<file path="config.mk">
export PLATFORM = sky130hd
export DESIGN_NAME = status_led_encoder
export DESIGN_NICKNAME = d
export VERILOG_FILES = /design/src/pkg/led_pkg.sv /design/src/rtl/status_led_encoder.sv /design/src/rtl/pin_sync.sv
export SDC_FILE = /design/constraint.sdc
export NUM_CORES = 1
export LEC_CHECK = 0
export BUFFER_PORTS_ARGS = -buffer_cell sky130_fd_sc_hd__clkbuf_2
export CAP_MARGIN = 5
export CORE_ASPECT_RATIO = 1.5
export CORE_MARGIN = 3
export CORE_UTILIZATION = 35
export CTS_BUF_LIST = sky130_fd_sc_hd__clkbuf_16
export DETAILED_ROUTE_END_ITERATION = 10
export PLACE_DENSITY = 0.54
export SLEW_MARGIN = 20
export SYNTH_ARGS = -nofsm -noshare
export SYNTH_HDL_FRONTEND = slang
export SYNTH_SLANG_ARGS = --single-unit
export TNS_END_PERCENT = 100
</file>
<file path="constraint.sdc">
create_clock -name pclk -period 2.3 [get_ports pclk]
set_input_delay 0.23 -clock pclk [delete_from_list [all_inputs] [get_ports pclk]]
set_output_delay 0.23 -clock pclk [all_outputs]
set_load 0.005 [all_outputs]
</file>
<file path="src/pkg/led_pkg.sv">
// Operation
// drive indicator: solid green on, flash green off, flash red watchdog, red major, alt boot
// trajectory flag follows whether the motor is pursuing a trajectory
// motion indicator off when flag clear, green when set, bus healthy
// with can option, bus fault: flash red flag clear, alternate when set
// network fault indicator off without error, single flash on counter limit
// network fault indicator double flash on heartbeat or guard error, solid bus-off
// network state indicator blinks pre-operational, solid when operational
// network state indicator single flash when stopped
// no program and limits at fault level: drive solid red, motion off
// no program, limits fine: solid red 500 ms then flash green, motion off
// program disabling only limits: same red hold then flash green
// all patterns come from one free-running prescaled timebase
package led_pkg;
   // apb register byte offsets
   localparam logic [7:0] ADDR_CTRL = 8'h00;
   localparam logic [7:0] ADDR_STATUS = 8'h04;
   localparam logic [7:0] ADDR_INT_STATUS = 8'h08;
   localparam logic [7:0] ADDR_INT_MASK = 8'h0C;
   // control fields
   localparam int CTRL_ARM = 0;
   localparam int CTRL_LIMIT_HIGH = 1;
   localparam int CTRL_PROGRAM = 2;
   localparam int CTRL_LIMITS_ONLY = 3;
   localparam int CTRL_CAN_OPTION = 4;
   localparam int CTRL_W = 5;
   localparam logic [CTRL_W-1:0] CTRL_RESET = 5'h00;
   // status fields
   localparam int ST_DRIVE_RED = 0;
   localparam int ST_DRIVE_GREEN = 1;
   localparam int ST_MOTION_RED = 2;
   localparam int ST_MOTION_GREEN = 3;
   localparam int ST_NET_FAULT = 4;
   localparam int ST_NET_STATE = 5;
   localparam int ST_TRAJ = 6;
   localparam int ST_LIMIT_FAULT = 7;
   localparam int ST_SEQ = 8;
   // interrupt fields
   localparam int EV_LIMIT = 0;
   localparam int EV_MAJOR = 1;
   localparam int EV_WATCHDOG = 2;
   localparam int EV_BUS_OFF = 3;
   localparam int EV_RUN = 4;
   localparam int EV_W = 5;
   localparam logic [EV_W-1:0] EV_RESET = 5'h00;
   // network management state codes on the nmt_state input
   localparam logic [1:0] NMT_INIT = 2'h0;
   localparam logic [1:0] NMT_PREOP = 2'h1;
   localparam logic [1:0] NMT_OPER = 2'h2;
   localparam logic [1:0] NMT_STOP = 2'h3;
   // timing
   localparam int CLK_HZ = 50_000_000;
   localparam int TICK_MS = 200;
   localparam int HOLD_MS = 500;
   localparam int TICK_CYCLES = TICK_MS * (CLK_HZ / 1000);
   localparam int HOLD_CYCLES = HOLD_MS * (CLK_HZ / 1000);
   localparam int CNT_W = 25;
   localparam int PHASE_W = 3;
   // limit synchroniser settle time before the power-up decision
   localparam logic [2:0] SETTLE_CYCLES = 3'h6;
   typedef enum logic [1:0] {SEQ_IDLE, SEQ_LIMIT_FAULT, SEQ_RED_HOLD, SEQ_RUN} seq_t;
endpackage

</file>
<file path="src/rtl/status_led_encoder.sv">
// status indicator encoder with apb register access and a level interrupt
module status_led_encoder
   import led_pkg::*;
#(
   parameter int TICK_CYC = TICK_CYCLES, // pattern timebase period in cycles
   parameter int HOLD_CYC = HOLD_CYCLES  // power-up red hold in cycles
)(
   input wire logic pclk,               // controller clock, 50 MHz
   input wire logic presetn,            // async reset, active low
   input wire logic psel,               // apb select
   input wire logic penable,            // apb enable
   input wire logic pwrite,             // apb direction
   input wire logic [7:0] paddr,        // apb byte address
   input wire logic [31:0] pwdata,      // apb write data
   output logic [31:0] prdata,          // apb read data
   output logic pready,                 // apb ready
   output logic pslverr,                // apb error on unmapped address
   input wire logic drive_on,           // drive enabled
   input wire logic watchdog_fault,     // watchdog fault level
   input wire logic major_fault,        // major fault level
   input wire logic boot_wait,          // boot loader waiting for firmware
   input wire logic traj_busy,          // motion core pursuing a trajectory
   input wire logic can_err_limit,      // an error counter is over its limit
   input wire logic can_guard_err,      // heartbeat or node guarding error
   input wire logic can_bus_off,        // can controller bus-off
   input wire logic [1:0] nmt_state,    // network management state code
   input wire logic limit_pos_pin,      // positive travel limit pin
   input wire logic limit_neg_pin,      // negative travel limit pin
   output logic trajectory_active_flag, // busy trajectory status
   output logic drive_red,              // drive_state_indicator red
   output logic drive_green,            // drive_state_indicator green
   output logic motion_red,             // motion_state_indicator red
   output logic motion_green,           // motion_state_indicator green
   output logic network_fault_indicator, // red network fault
   output logic network_state_indicator, // green network state
   output logic irq                     // level interrupt, active high
);
   typedef struct packed {
      logic [CNT_W-1:0] tick_cnt;
      logic [PHASE_W-1:0] phase;
      logic [CNT_W-1:0] hold_cnt;
      logic [2:0] settle;
      seq_t seq;
      logic [CTRL_W-1:0] ctrl;
      logic [EV_W-1:0] istat;
      logic [EV_W-1:0] mask;
      logic traj;
      logic major_q;
      logic wdog_q;
      logic bus_off_q;
      logic d_red;
      logic d_green;
      logic m_red;
      logic m_green;
      logic n_fault;
      logic n_state;
      logic [31:0] rdata;
   } enc_state_t;

   enc_state_t cur;
   enc_state_t next_cur;

   logic limit_pos;
   logic limit_neg;
   logic limit_fault;
   logic can_fault;
   logic tick;
   logic flash;
   logic single_flash;
   logic double_flash;
   logic wr_en;
   logic rd_setup;
   logic mapped;
   logic [EV_W-1:0] ev_set;
   logic [EV_W-1:0] ev_clr;
   logic [31:0] status_word;

   // both limit inputs are pins, so each gets its own synchroniser
   pin_sync u_sync_pos (
      .pclk(pclk),
      .presetn(presetn),
      .pin(limit_pos_pin),
      .level(limit_pos)
   );

   pin_sync u_sync_neg (
      .pclk(pclk),
      .presetn(presetn),
      .pin(limit_neg_pin),
      .level(limit_neg)
   );

   // fault level depends on the motor variant, chosen in the control register
   always_comb begin
      if (cur.ctrl[CTRL_LIMIT_HIGH]) begin
         limit_fault = limit_pos | limit_neg;
      end else begin
         limit_fault = ~limit_pos | ~limit_neg;
      end
   end

   assign can_fault = can_err_limit | can_guard_err | can_bus_off;

   // pattern decode from the shared phase counter, one phase per tick
   assign tick = (cur.tick_cnt == CNT_W'(TICK_CYC - 1));
   assign flash = cur.phase[0];
   assign single_flash = (cur.phase == 3'h0);
   assign double_flash = (cur.phase == 3'h0) | (cur.phase == 3'h2);

   // apb decode; zero wait states, so reads are captured in the setup cycle
   assign wr_en = psel & penable & pwrite & mapped;
   assign rd_setup = psel & ~penable & ~pwrite;
   assign pready = 1'b1;
   assign pslverr = psel & penable & ~mapped;

   always_comb begin
      case (paddr)
         ADDR_CTRL: mapped = 1'b1;
         ADDR_STATUS: mapped = 1'b1;
         ADDR_INT_STATUS: mapped = 1'b1;
         ADDR_INT_MASK: mapped = 1'b1;
         default: mapped = 1'b0;
      endcase
   end

   // live status word, read-only
   always_comb begin
      status_word = 32'h0000_0000;
      status_word[ST_DRIVE_RED] = cur.d_red;
      status_word[ST_DRIVE_GREEN] = cur.d_green;
      status_word[ST_MOTION_RED] = cur.m_red;
      status_word[ST_MOTION_GREEN] = cur.m_green;
      status_word[ST_NET_FAULT] = cur.n_fault;
      status_word[ST_NET_STATE] = cur.n_state;
      status_word[ST_TRAJ] = cur.traj;
      status_word[ST_LIMIT_FAULT] = limit_fault;
      status_word[ST_SEQ +: 2] = cur.seq;
   end

   // interrupt events on rising fault edges and sequence milestones
   always_comb begin
      ev_set = '0;
      ev_set[EV_MAJOR] = major_fault & ~cur.major_q;
      ev_set[EV_WATCHDOG] = watchdog_fault & ~cur.wdog_q;
      ev_set[EV_BUS_OFF] = can_bus_off & ~cur.bus_off_q;
      ev_set[EV_LIMIT] = (cur.seq == SEQ_IDLE) & (cur.settle == SETTLE_CYCLES)
         & cur.ctrl[CTRL_ARM] & ~cur.ctrl[CTRL_PROGRAM] & limit_fault;
      ev_set[EV_RUN] = (cur.seq == SEQ_RED_HOLD)
         & (cur.hold_cnt == CNT_W'(HOLD_CYC - 1));
      ev_clr = '0;
      if (wr_en && paddr == ADDR_INT_STATUS) begin
         ev_clr = pwdata[EV_W-1:0];
      end
   end

   always_comb begin
      next_cur = cur;
      next_cur.major_q = major_fault;
      next_cur.wdog_q = watchdog_fault;
      next_cur.bus_off_q = can_bus_off;

      // free-running timebase, never reset by the pattern in use
      if (tick) begin
         next_cur.tick_cnt = '0;
         next_cur.phase = cur.phase + 3'h1;
      end else begin
         next_cur.tick_cnt = cur.tick_cnt + CNT_W'(1);
      end

      // trajectory flag tracks the motion core every cycle
      next_cur.traj = traj_busy;

      // register writes
      if (wr_en && paddr == ADDR_CTRL) begin
         next_cur.ctrl = pwdata[CTRL_W-1:0];
      end
      if (wr_en && paddr == ADDR_INT_MASK) begin
         next_cur.mask = pwdata[EV_W-1:0];
      end
      // a set in the same cycle as its clear wins
      next_cur.istat = (cur.istat & ~ev_clr) | ev_set;

      // read data captured in setup so it is stable through the access phase
      if (rd_setup) begin
         case (paddr)
            ADDR_CTRL: next_cur.rdata = {{(32 - CTRL_W){1'b0}}, cur.ctrl};
            ADDR_STATUS: next_cur.rdata = status_word;
            ADDR_INT_STATUS: next_cur.rdata = {{(32 - EV_W){1'b0}}, cur.istat};
            ADDR_INT_MASK: next_cur.rdata = {{(32 - EV_W){1'b0}}, cur.mask};
            default: next_cur.rdata = 32'h0000_0000;
         endcase
      end

      // power-up sequence; waits for arm so software can set variant and program
      case (cur.seq)
         SEQ_IDLE: begin
            next_cur.hold_cnt = '0;
            if (cur.settle != SETTLE_CYCLES) begin
               // let the limit synchronisers fill before deciding
               next_cur.settle = cur.settle + 3'h1;
            end else if (cur.ctrl[CTRL_ARM]) begin
               if (!cur.ctrl[CTRL_PROGRAM] && limit_fault) begin
                  next_cur.seq = SEQ_LIMIT_FAULT;
               end else if (!cur.ctrl[CTRL_PROGRAM]) begin
                  next_cur.seq = SEQ_RED_HOLD;
               end else if (cur.ctrl[CTRL_LIMITS_ONLY]) begin
                  next_cur.seq = SEQ_RED_HOLD;
               end else begin
                  next_cur.seq = SEQ_RUN;
               end
            end
         end
         SEQ_LIMIT_FAULT: begin
            // held until the limits leave the fault level
            if (!limit_fault) begin
               next_cur.seq = SEQ_RED_HOLD;
            end
         end
         SEQ_RED_HOLD: begin
            if (cur.hold_cnt == CNT_W'(HOLD_CYC - 1)) begin
               next_cur.seq = SEQ_RUN;
               next_cur.hold_cnt = '0;
            end else begin
               next_cur.hold_cnt = cur.hold_cnt + CNT_W'(1);
            end
         end
         SEQ_RUN: begin
            next_cur.hold_cnt = '0;
         end
         default: begin
            next_cur.seq = SEQ_IDLE;
         end
      endcase

      // drive and motion indicators by sequence and live state
      case (cur.seq)
         SEQ_IDLE: begin
            // not armed yet reads as no power
            next_cur.d_red = 1'b0;
            next_cur.d_green = 1'b0;
            next_cur.m_red = 1'b0;
            next_cur.m_green = 1'b0;
         end
         SEQ_LIMIT_FAULT, SEQ_RED_HOLD: begin
            next_cur.d_red = 1'b1;
            next_cur.d_green = 1'b0;
            next_cur.m_red = 1'b0;
            next_cur.m_green = 1'b0;
         end
         SEQ_RUN: begin
            // boot wait outranks faults, faults outrank drive state
            if (boot_wait) begin
               next_cur.d_red = flash;
               next_cur.d_green = ~flash;
            end else if (major_fault) begin
               next_cur.d_red = 1'b1;
               next_cur.d_green = 1'b0;
            end else if (watchdog_fault) begin
               next_cur.d_red = flash;
               next_cur.d_green = 1'b0;
            end else if (drive_on) begin
               next_cur.d_red = 1'b0;
               next_cur.d_green = 1'b1;
            end else begin
               next_cur.d_red = 1'b0;
               next_cur.d_green = flash;
            end
            if (cur.ctrl[CTRL_CAN_OPTION] && can_fault) begin
               if (cur.traj) begin
                  next_cur.m_red = flash;
                  next_cur.m_green = ~flash;
               end else begin
                  next_cur.m_red = flash;
                  next_cur.m_green = 1'b0;
               end
            end else begin
               next_cur.m_red = 1'b0;
               next_cur.m_green = cur.traj;
            end
         end
         default: begin
            next_cur.d_red = 1'b0;
            next_cur.d_green = 1'b0;
            next_cur.m_red = 1'b0;
            next_cur.m_green = 1'b0;
         end
      endcase

      // network fault indicator, most severe condition first
      if (can_bus_off) begin
         next_cur.n_fault = 1'b1;
      end else if (can_guard_err) begin
         next_cur.n_fault = double_flash;
      end else if (can_err_limit) begin
         next_cur.n_fault = single_flash;
      end else begin
         next_cur.n_fault = 1'b0;
      end

      // network state indicator
      case (nmt_state)
         NMT_PREOP: next_cur.n_state = flash;
         NMT_OPER: next_cur.n_state = 1'b1;
         NMT_STOP: next_cur.n_state = single_flash;
         default: next_cur.n_state = 1'b0;
      endcase
   end

   always_ff @(posedge pclk or negedge presetn) begin
      if (!presetn) begin
         cur <= '0;
         cur.seq <= SEQ_IDLE;
         cur.ctrl <= CTRL_RESET;
         cur.istat <= EV_RESET;
         cur.mask <= EV_RESET;
      end else begin
         cur <= next_cur;
      end
   end

   // outputs straight from the state register
   assign prdata = cur.rdata;
   assign trajectory_active_flag = cur.traj;
   assign drive_red = cur.d_red;
   assign drive_green = cur.d_green;
   assign motion_red = cur.m_red;
   assign motion_green = cur.m_green;
   assign network_fault_indicator = cur.n_fault;
   assign network_state_indicator = cur.n_state;
   assign irq = |(cur.istat & cur.mask);
endmodule

</file>
<file path="src/rtl/pin_sync.sv">
// three-stage synchroniser, output moves only when stages two and three agree
module pin_sync
   import led_pkg::*;
(
   input wire logic pclk,    // controller clock
   input wire logic presetn, // async reset, active low
   input wire logic pin,     // asynchronous pin level
   output logic level        // filtered level
);
   typedef struct packed {
      logic s1;
      logic s2;
      logic s3;
      logic level;
   } sync_state_t;

   sync_state_t cur;
   sync_state_t next_cur;

   // s1 feeds s2 only; the agreement check looks at s2 and s3
   always_comb begin
      next_cur = cur;
      next_cur.s1 = pin;
      next_cur.s2 = cur.s1;
      next_cur.s3 = cur.s2;
      if (cur.s2 == cur.s3) begin
         next_cur.level = cur.s3;
      end
   end

   always_ff @(posedge pclk or negedge presetn) begin
      if (!presetn) begin
         cur <= '0;
      end else begin
         cur <= next_cur;
      end
   end

   assign level = cur.level;
endmodule

</file>
### Yosys cells after proc, flatten, opt, wreduce, memory -nomap -nowiden

Cells that the tools add are included.

* register bits after elaboration: 123
* input port bits: 57
* output and inout bits: 42

* add/sub/neg operators: 4
* equality and inequality tests: 20
* mux-type cells: 26
* bitwise operators: 33
* reduce and logical (&&, ||, !) cells: 17

Operators by type and width (count)
* adder 25 x 1 -> 25 bit, second input constant: 2
* two-way mux 25 bit: 2
* case mux 25 bit (2 select lines): 1
* case mux 10 bit (4 select lines): 1
* == test 25 x 24 -> 1 bit, second input constant: 1
* == test 25 bit, second input constant: 1
* two-way mux 2 bit: 9
* == test 8 x 4 -> 1 bit, second input constant: 2
* AND 1 bit: 14
* case mux 4 bit (3 select lines): 1
* AND 5 bit: 2
* NOT 1 bit: 10
* two-way mux 1 bit: 9
* == test 2 bit, second input constant: 4
* == test 8 x 3 -> 1 bit, second input constant: 1
* zero test 8 bit: 1
* adder 3 x 1 -> 3 bit, second input constant: 2
* != test 2 bit, second input constant: 3
* case mux 2 bit (3 select lines): 1
* logical AND 1 bit: 5
* two-way mux 5 bit: 1
* NOT 5 bit: 1
* OR 1 bit: 5
* OR 5 bit: 1
* 17 further kinds: 20

### Depth between registers and ports, before layout

* depth after elaboration: 9
* depth in mapped cells: 7
* gate-level depth less buffers: 7

### By module

From an unflattened synthesis, not the netlist that was laid out.

* cell total of the unflattened synthesis: 489
* area, all modules: 5061.1 um^2

Modules (own cells, without submodules)
* status_led_encoder: instances 1, cells each 479, area each 4838.4 um^2, sequential area each 2327.2 um^2
* pin_sync: instances 2, cells each 5, area each 111.4 um^2, sequential area each 100.1 um^2

### Worst setup path before layout

OpenSTA, ideal clock, no wires.

* kind: register to register
* start point: reg cur[58] in the netlist's numbering
* end point: reg cur[79] in the netlist's numbering
* setup time: 0.118 ns
* data arrival time: 1.927 ns
* data required time: 2.182 ns
* setup slack: 0.255 ns
* stages on the path, launching flop included: 8
* buffers on the path: 0
* period minus slack after synthesis: 2.045 ns
* path through: dfrtp_1 inv_1 ha_1 nand3b_1 nor4_1 nand4_1 xor2_1 nor2_1

* longest elaborated chain between the ends: 3
* elaborated cells on any way between the ends: 6
* those cells by class: 2 x eq/ne; 1 x mux; 3 x reduce/logical

Ends and longest elaborated chain
* start, declared: line status_led_encoder.sv:60 `enc_state_t cur;`
* start signal, assigned: line status_led_encoder.sv:317 `cur <= next_cur;`
* == test 2 bit / zero test 2 bit (equally long branches): line status_led_encoder.sv:195 `case (cur.seq)`
* OR reduction 2 bit (no line)
* case mux 25 bit (2 select lines) / nonzero test 2 bit (equally long branches)

Parallel ways exist; a longest one is shown, timed or not.
A chain may end at the register's enable or synchronous reset.

### Final worst setup path

* start point: reg cur[62] in the netlist's numbering
* end point: reg cur[68] in the netlist's numbering

* longest elaborated chain between the ends: 3
* elaborated cells on any way between the ends: 4
* those cells by class: 1 x add/sub; 1 x eq/ne; 2 x mux

Ends and longest elaborated chain
* adder 25 x 1 -> 25 bit / == test 25 bit (equally long branches): line status_led_encoder.sv:224, status_led_encoder.sv:220
* two-way mux 25 bit (*): line status_led_encoder.sv:220 `if (cur.hold_cnt == CNT_W'(HOLD_CYC - 1)) begin`
* case mux 25 bit (2 select lines) (*): line status_led_encoder.sv:195

Mark *: on every way between the ends. The rest lies on a longest branch, timed or not.

==> results.json <==
{
  "row_count": 52,
  "maxCapViolCount": 0,
  "final_common_cell": "dfrtp_1",
  "grt_max_degree": 74,
  "synth-seq-cells": 101,
  "drt_iter0_drc": 143,
  "run_status": "finished, final reports clean",
  "final_nets": 604,
  "insertedDiodeCount": 0,
  "finalNonFillerCells": 702,
  "start_util": 0.3607,
  "place_congestion": 0.7611,
  "final_area_sq_um": 5613,
  "grt_overflow": 0,
  "syn-instance-count": 479,
  "place_hpwl_um": 7183,
  "synth_ff_type": "dfrtp_1",
  "grt_pass1_vias": 3538,
  "wirelength_um": 9752,
  "io_pins": 99,
  "grt_pass1_wl_um": 16990,
  "placed_area_sq_um": 5299,
  "finalSetupViolCount": 0,
  "die_area_sq_um": 15570,
  "die_w_um": 102.9,
  "syn_area_sq_um": 4928,
  "layout-drive-gt1-share": 0.1611,
  "die_h_um": 151.3,
  "clock-sinks": 101,
  "timing.fmax_mhz": 468.6,
  "first_pass_iters": 4,
  "crit_type": "reg2reg",
  "synthToLayoutAreaGrowth_pct": 13.89,
  "fin_crit_sh": 0.9279,
  "coreArea_sq_um": 13660,
  "h-tree-depth": 3,
  "synth_seq_area_share": 0.5128,
  "clockRootBuffer": "clkbuf_16",
  "arrival_ps": 2370,
  "grt_use_total": 0.1395,
  "yosys_warnings": 0,
  "finalHoldViolCount": 0,
  "io_buffers": 48,
  "ys_types": 50,
  "mostFrequentLayoutCells": "dfrtp_1, clkbuf_2, nand2_1, nor2_1, o21ai_0",
  "dp.cells": 682,
  "synth_edf_count": 0,
  "postCtsSetupRepairBufs": 0,
  "fillCellCount": 1344,
  "grt_antenna_before_repair": 0,
  "antenna_left": 0,
  "utilization": 0.4108,
  "clock_skew_ps": 5.196,
  "tritoncts": "built",
  "drc": 0,
  "critPathLaunchType": "flip-flop",
  "avgSynthCellArea_sq_um": 10.29,
  "insertion_delay_ps": 340,
  "clockBufferDepth": 2,
  "cts_buffers": 9,
  "worstPathMaxFanout": 20,
  "ys_async_sr_fraction": 1.000,
  "num_vias": 3477,
  "period_minus_slack_ps": 2134,
  "p_leak_nw": 2.608,
  "clkTransAtPathRegs_ps": 70,
  "crit_path_end_kind": "flip-flop",
  "required_ps": 2540,
  "p_per_area_nw_per_um2": 739.7,
  "final.setup.tns_ps": 0,
  "via_per_inst": 4.953,
  "finalMaxSlewViolations": 0,
  "peakVddDrop_uv": 349.5,
  "wire_per_inst_um": 13.89,
  "hp-class": "in2reg",
  "rsz0062_at_grt": "false"
}
-- per-layer routing --
layer / share of wire / vias to the layer above / global-route usage
met5: 0 / - / 0
met4: 0.019 / 0 / 0.05444
met3: 0.037 / 12 / 0.03272
met2: 0.51 / 52 / 0.2330
met1: 0.43 / 1693 / 0.1725
li1: - / 1720 / -
-- report_power, final --
part | leakage [nW] | internal (mW) | switching (mW)
Clock | 0.134 | 0.728 | 0.653
Sequential | 1.31 | 1.86 | 0.0810
Combinational | 1.16 | 0.367 | 0.467
-- cell families after synthesis --
group,after synthesis,synth area share
other,2,0.001524
DFF,101,0.5128
and+or+nand+nor,182,0.1891
adders and majority gates,14,0.03453
muxes,7,0.02716
buffers and inverters,63,0.07464
xor gates and xnor gates,45,0.07997
AOI/OAI and AO/OA,65,0.08023
-- cell usage after synthesis (all sizes together) (2+ instances only) --
master	instances	area (sq um)
nand2	45	168.9
nor3	7	40.04
nand4	16	100.1
nor3b	2	15.01
maj3	2	20.02
or3	5	31.28
a22o	7	61.31
nand2b	3	18.77
inv	23	86.33
ha	12	150.1
nand3	23	115.1
nor4b	2	23.77
and3	9	56.30
nor2b	4	25.02
and2	2	12.51
dfrtp	101	2527
nor2	45	168.9
or4	2	18.77
a21oi	10	53.80
mux4	5	112.6
a21o	2	15.01
conb	2	7.510
o21ai	35	175.2
xnor2	20	175.2
a31oi	2	12.51
xor2	25	219.0
a2bb2oi	2	17.52
nor4bb	2	20.02
buf	35	262.8
nor4	7	50.05
and4	4	35.03
clkbuf	5	18.77
-- state kept, by name (all words and copies together) (netlist names), 3 cells and up --
register        flops
cur                76
prdata             10
u_sync_neg.cur      3
u_sync_pos.cur      3
-- metrics by stage --
stage | hold slack [ps] | setup slack, ps | total power, mW
2_1_floorplan | -65.59 | 255.1 | 2.507
3_3_place_gp | 181.5 | 207.9 | 2.787
3_5_place_dp | 189.6 | 165.7 | 2.806
4_1_cts | 12.46 | 128.3 | 4.209
5_1_grt | 13.42 | 59.60 | 4.401
6_report | 22.52 | 165.8 | 4.152
-- repair_timing --
item	4_1_cts	5_1_grt
gates resized for setup	0	1
hold endpoints to repair	31	0
setup endpoints to repair	0	11
hold buffers	4	0
-- worst max-delay path, cell delays in order (launching register included) --
cell      delay [ps]
dfrtp_1          420
ha_1             200
nor4bb_2         270
nand2_1          120
or4_4            590
a21oi_2          200
buf_12           170
nor2_1            60
-- area by class of cell --
| type | count | area [sq um] | share of cell area |
|---|---|---|---|
| clock buffer | 9 | 225.2 | 0.04012 |
| clock inverter | 7 | 42.54 | 0.007579 |
| inverter | 23 | 86.33 | 0.01538 |
| multi-input combinational | 336 | 2118 | 0.3774 |
| sequential | 101 | 2527 | 0.4503 |
| tap | 162 | 202.7 | 0.03611 |
| timing repair buffer | 64 | 410.4 | 0.07312 |
-- final timing paths --
kind / startpoint / endpoint / slack (ps) / cells past startpoint
worst max-delay path: cur[62]$_DFFE_PN0P_ / cur[68]$_DFFE_PN0P_ / 170 / 7
worst min register to register: u_sync_pos.cur[3]$_DFF_PN0_ / u_sync_pos.cur[2]$_DFF_PN0_ / 360 / 0
max in group asynchronous: presetn / prdata[3]$_DFFE_PN0P_ / 1240 / 3
worst min-delay path: major_fault / cur[40]$_DFF_PN0_ / 20 / 1
min in group asynchronous: presetn / cur[103]$_DFF_PN0_ / 340 / 2
worst max register to register: cur[62]$_DFFE_PN0P_ / cur[68]$_DFFE_PN0P_ / 170 / 7
No activity file was read; power rests on OpenSTA's default activity.
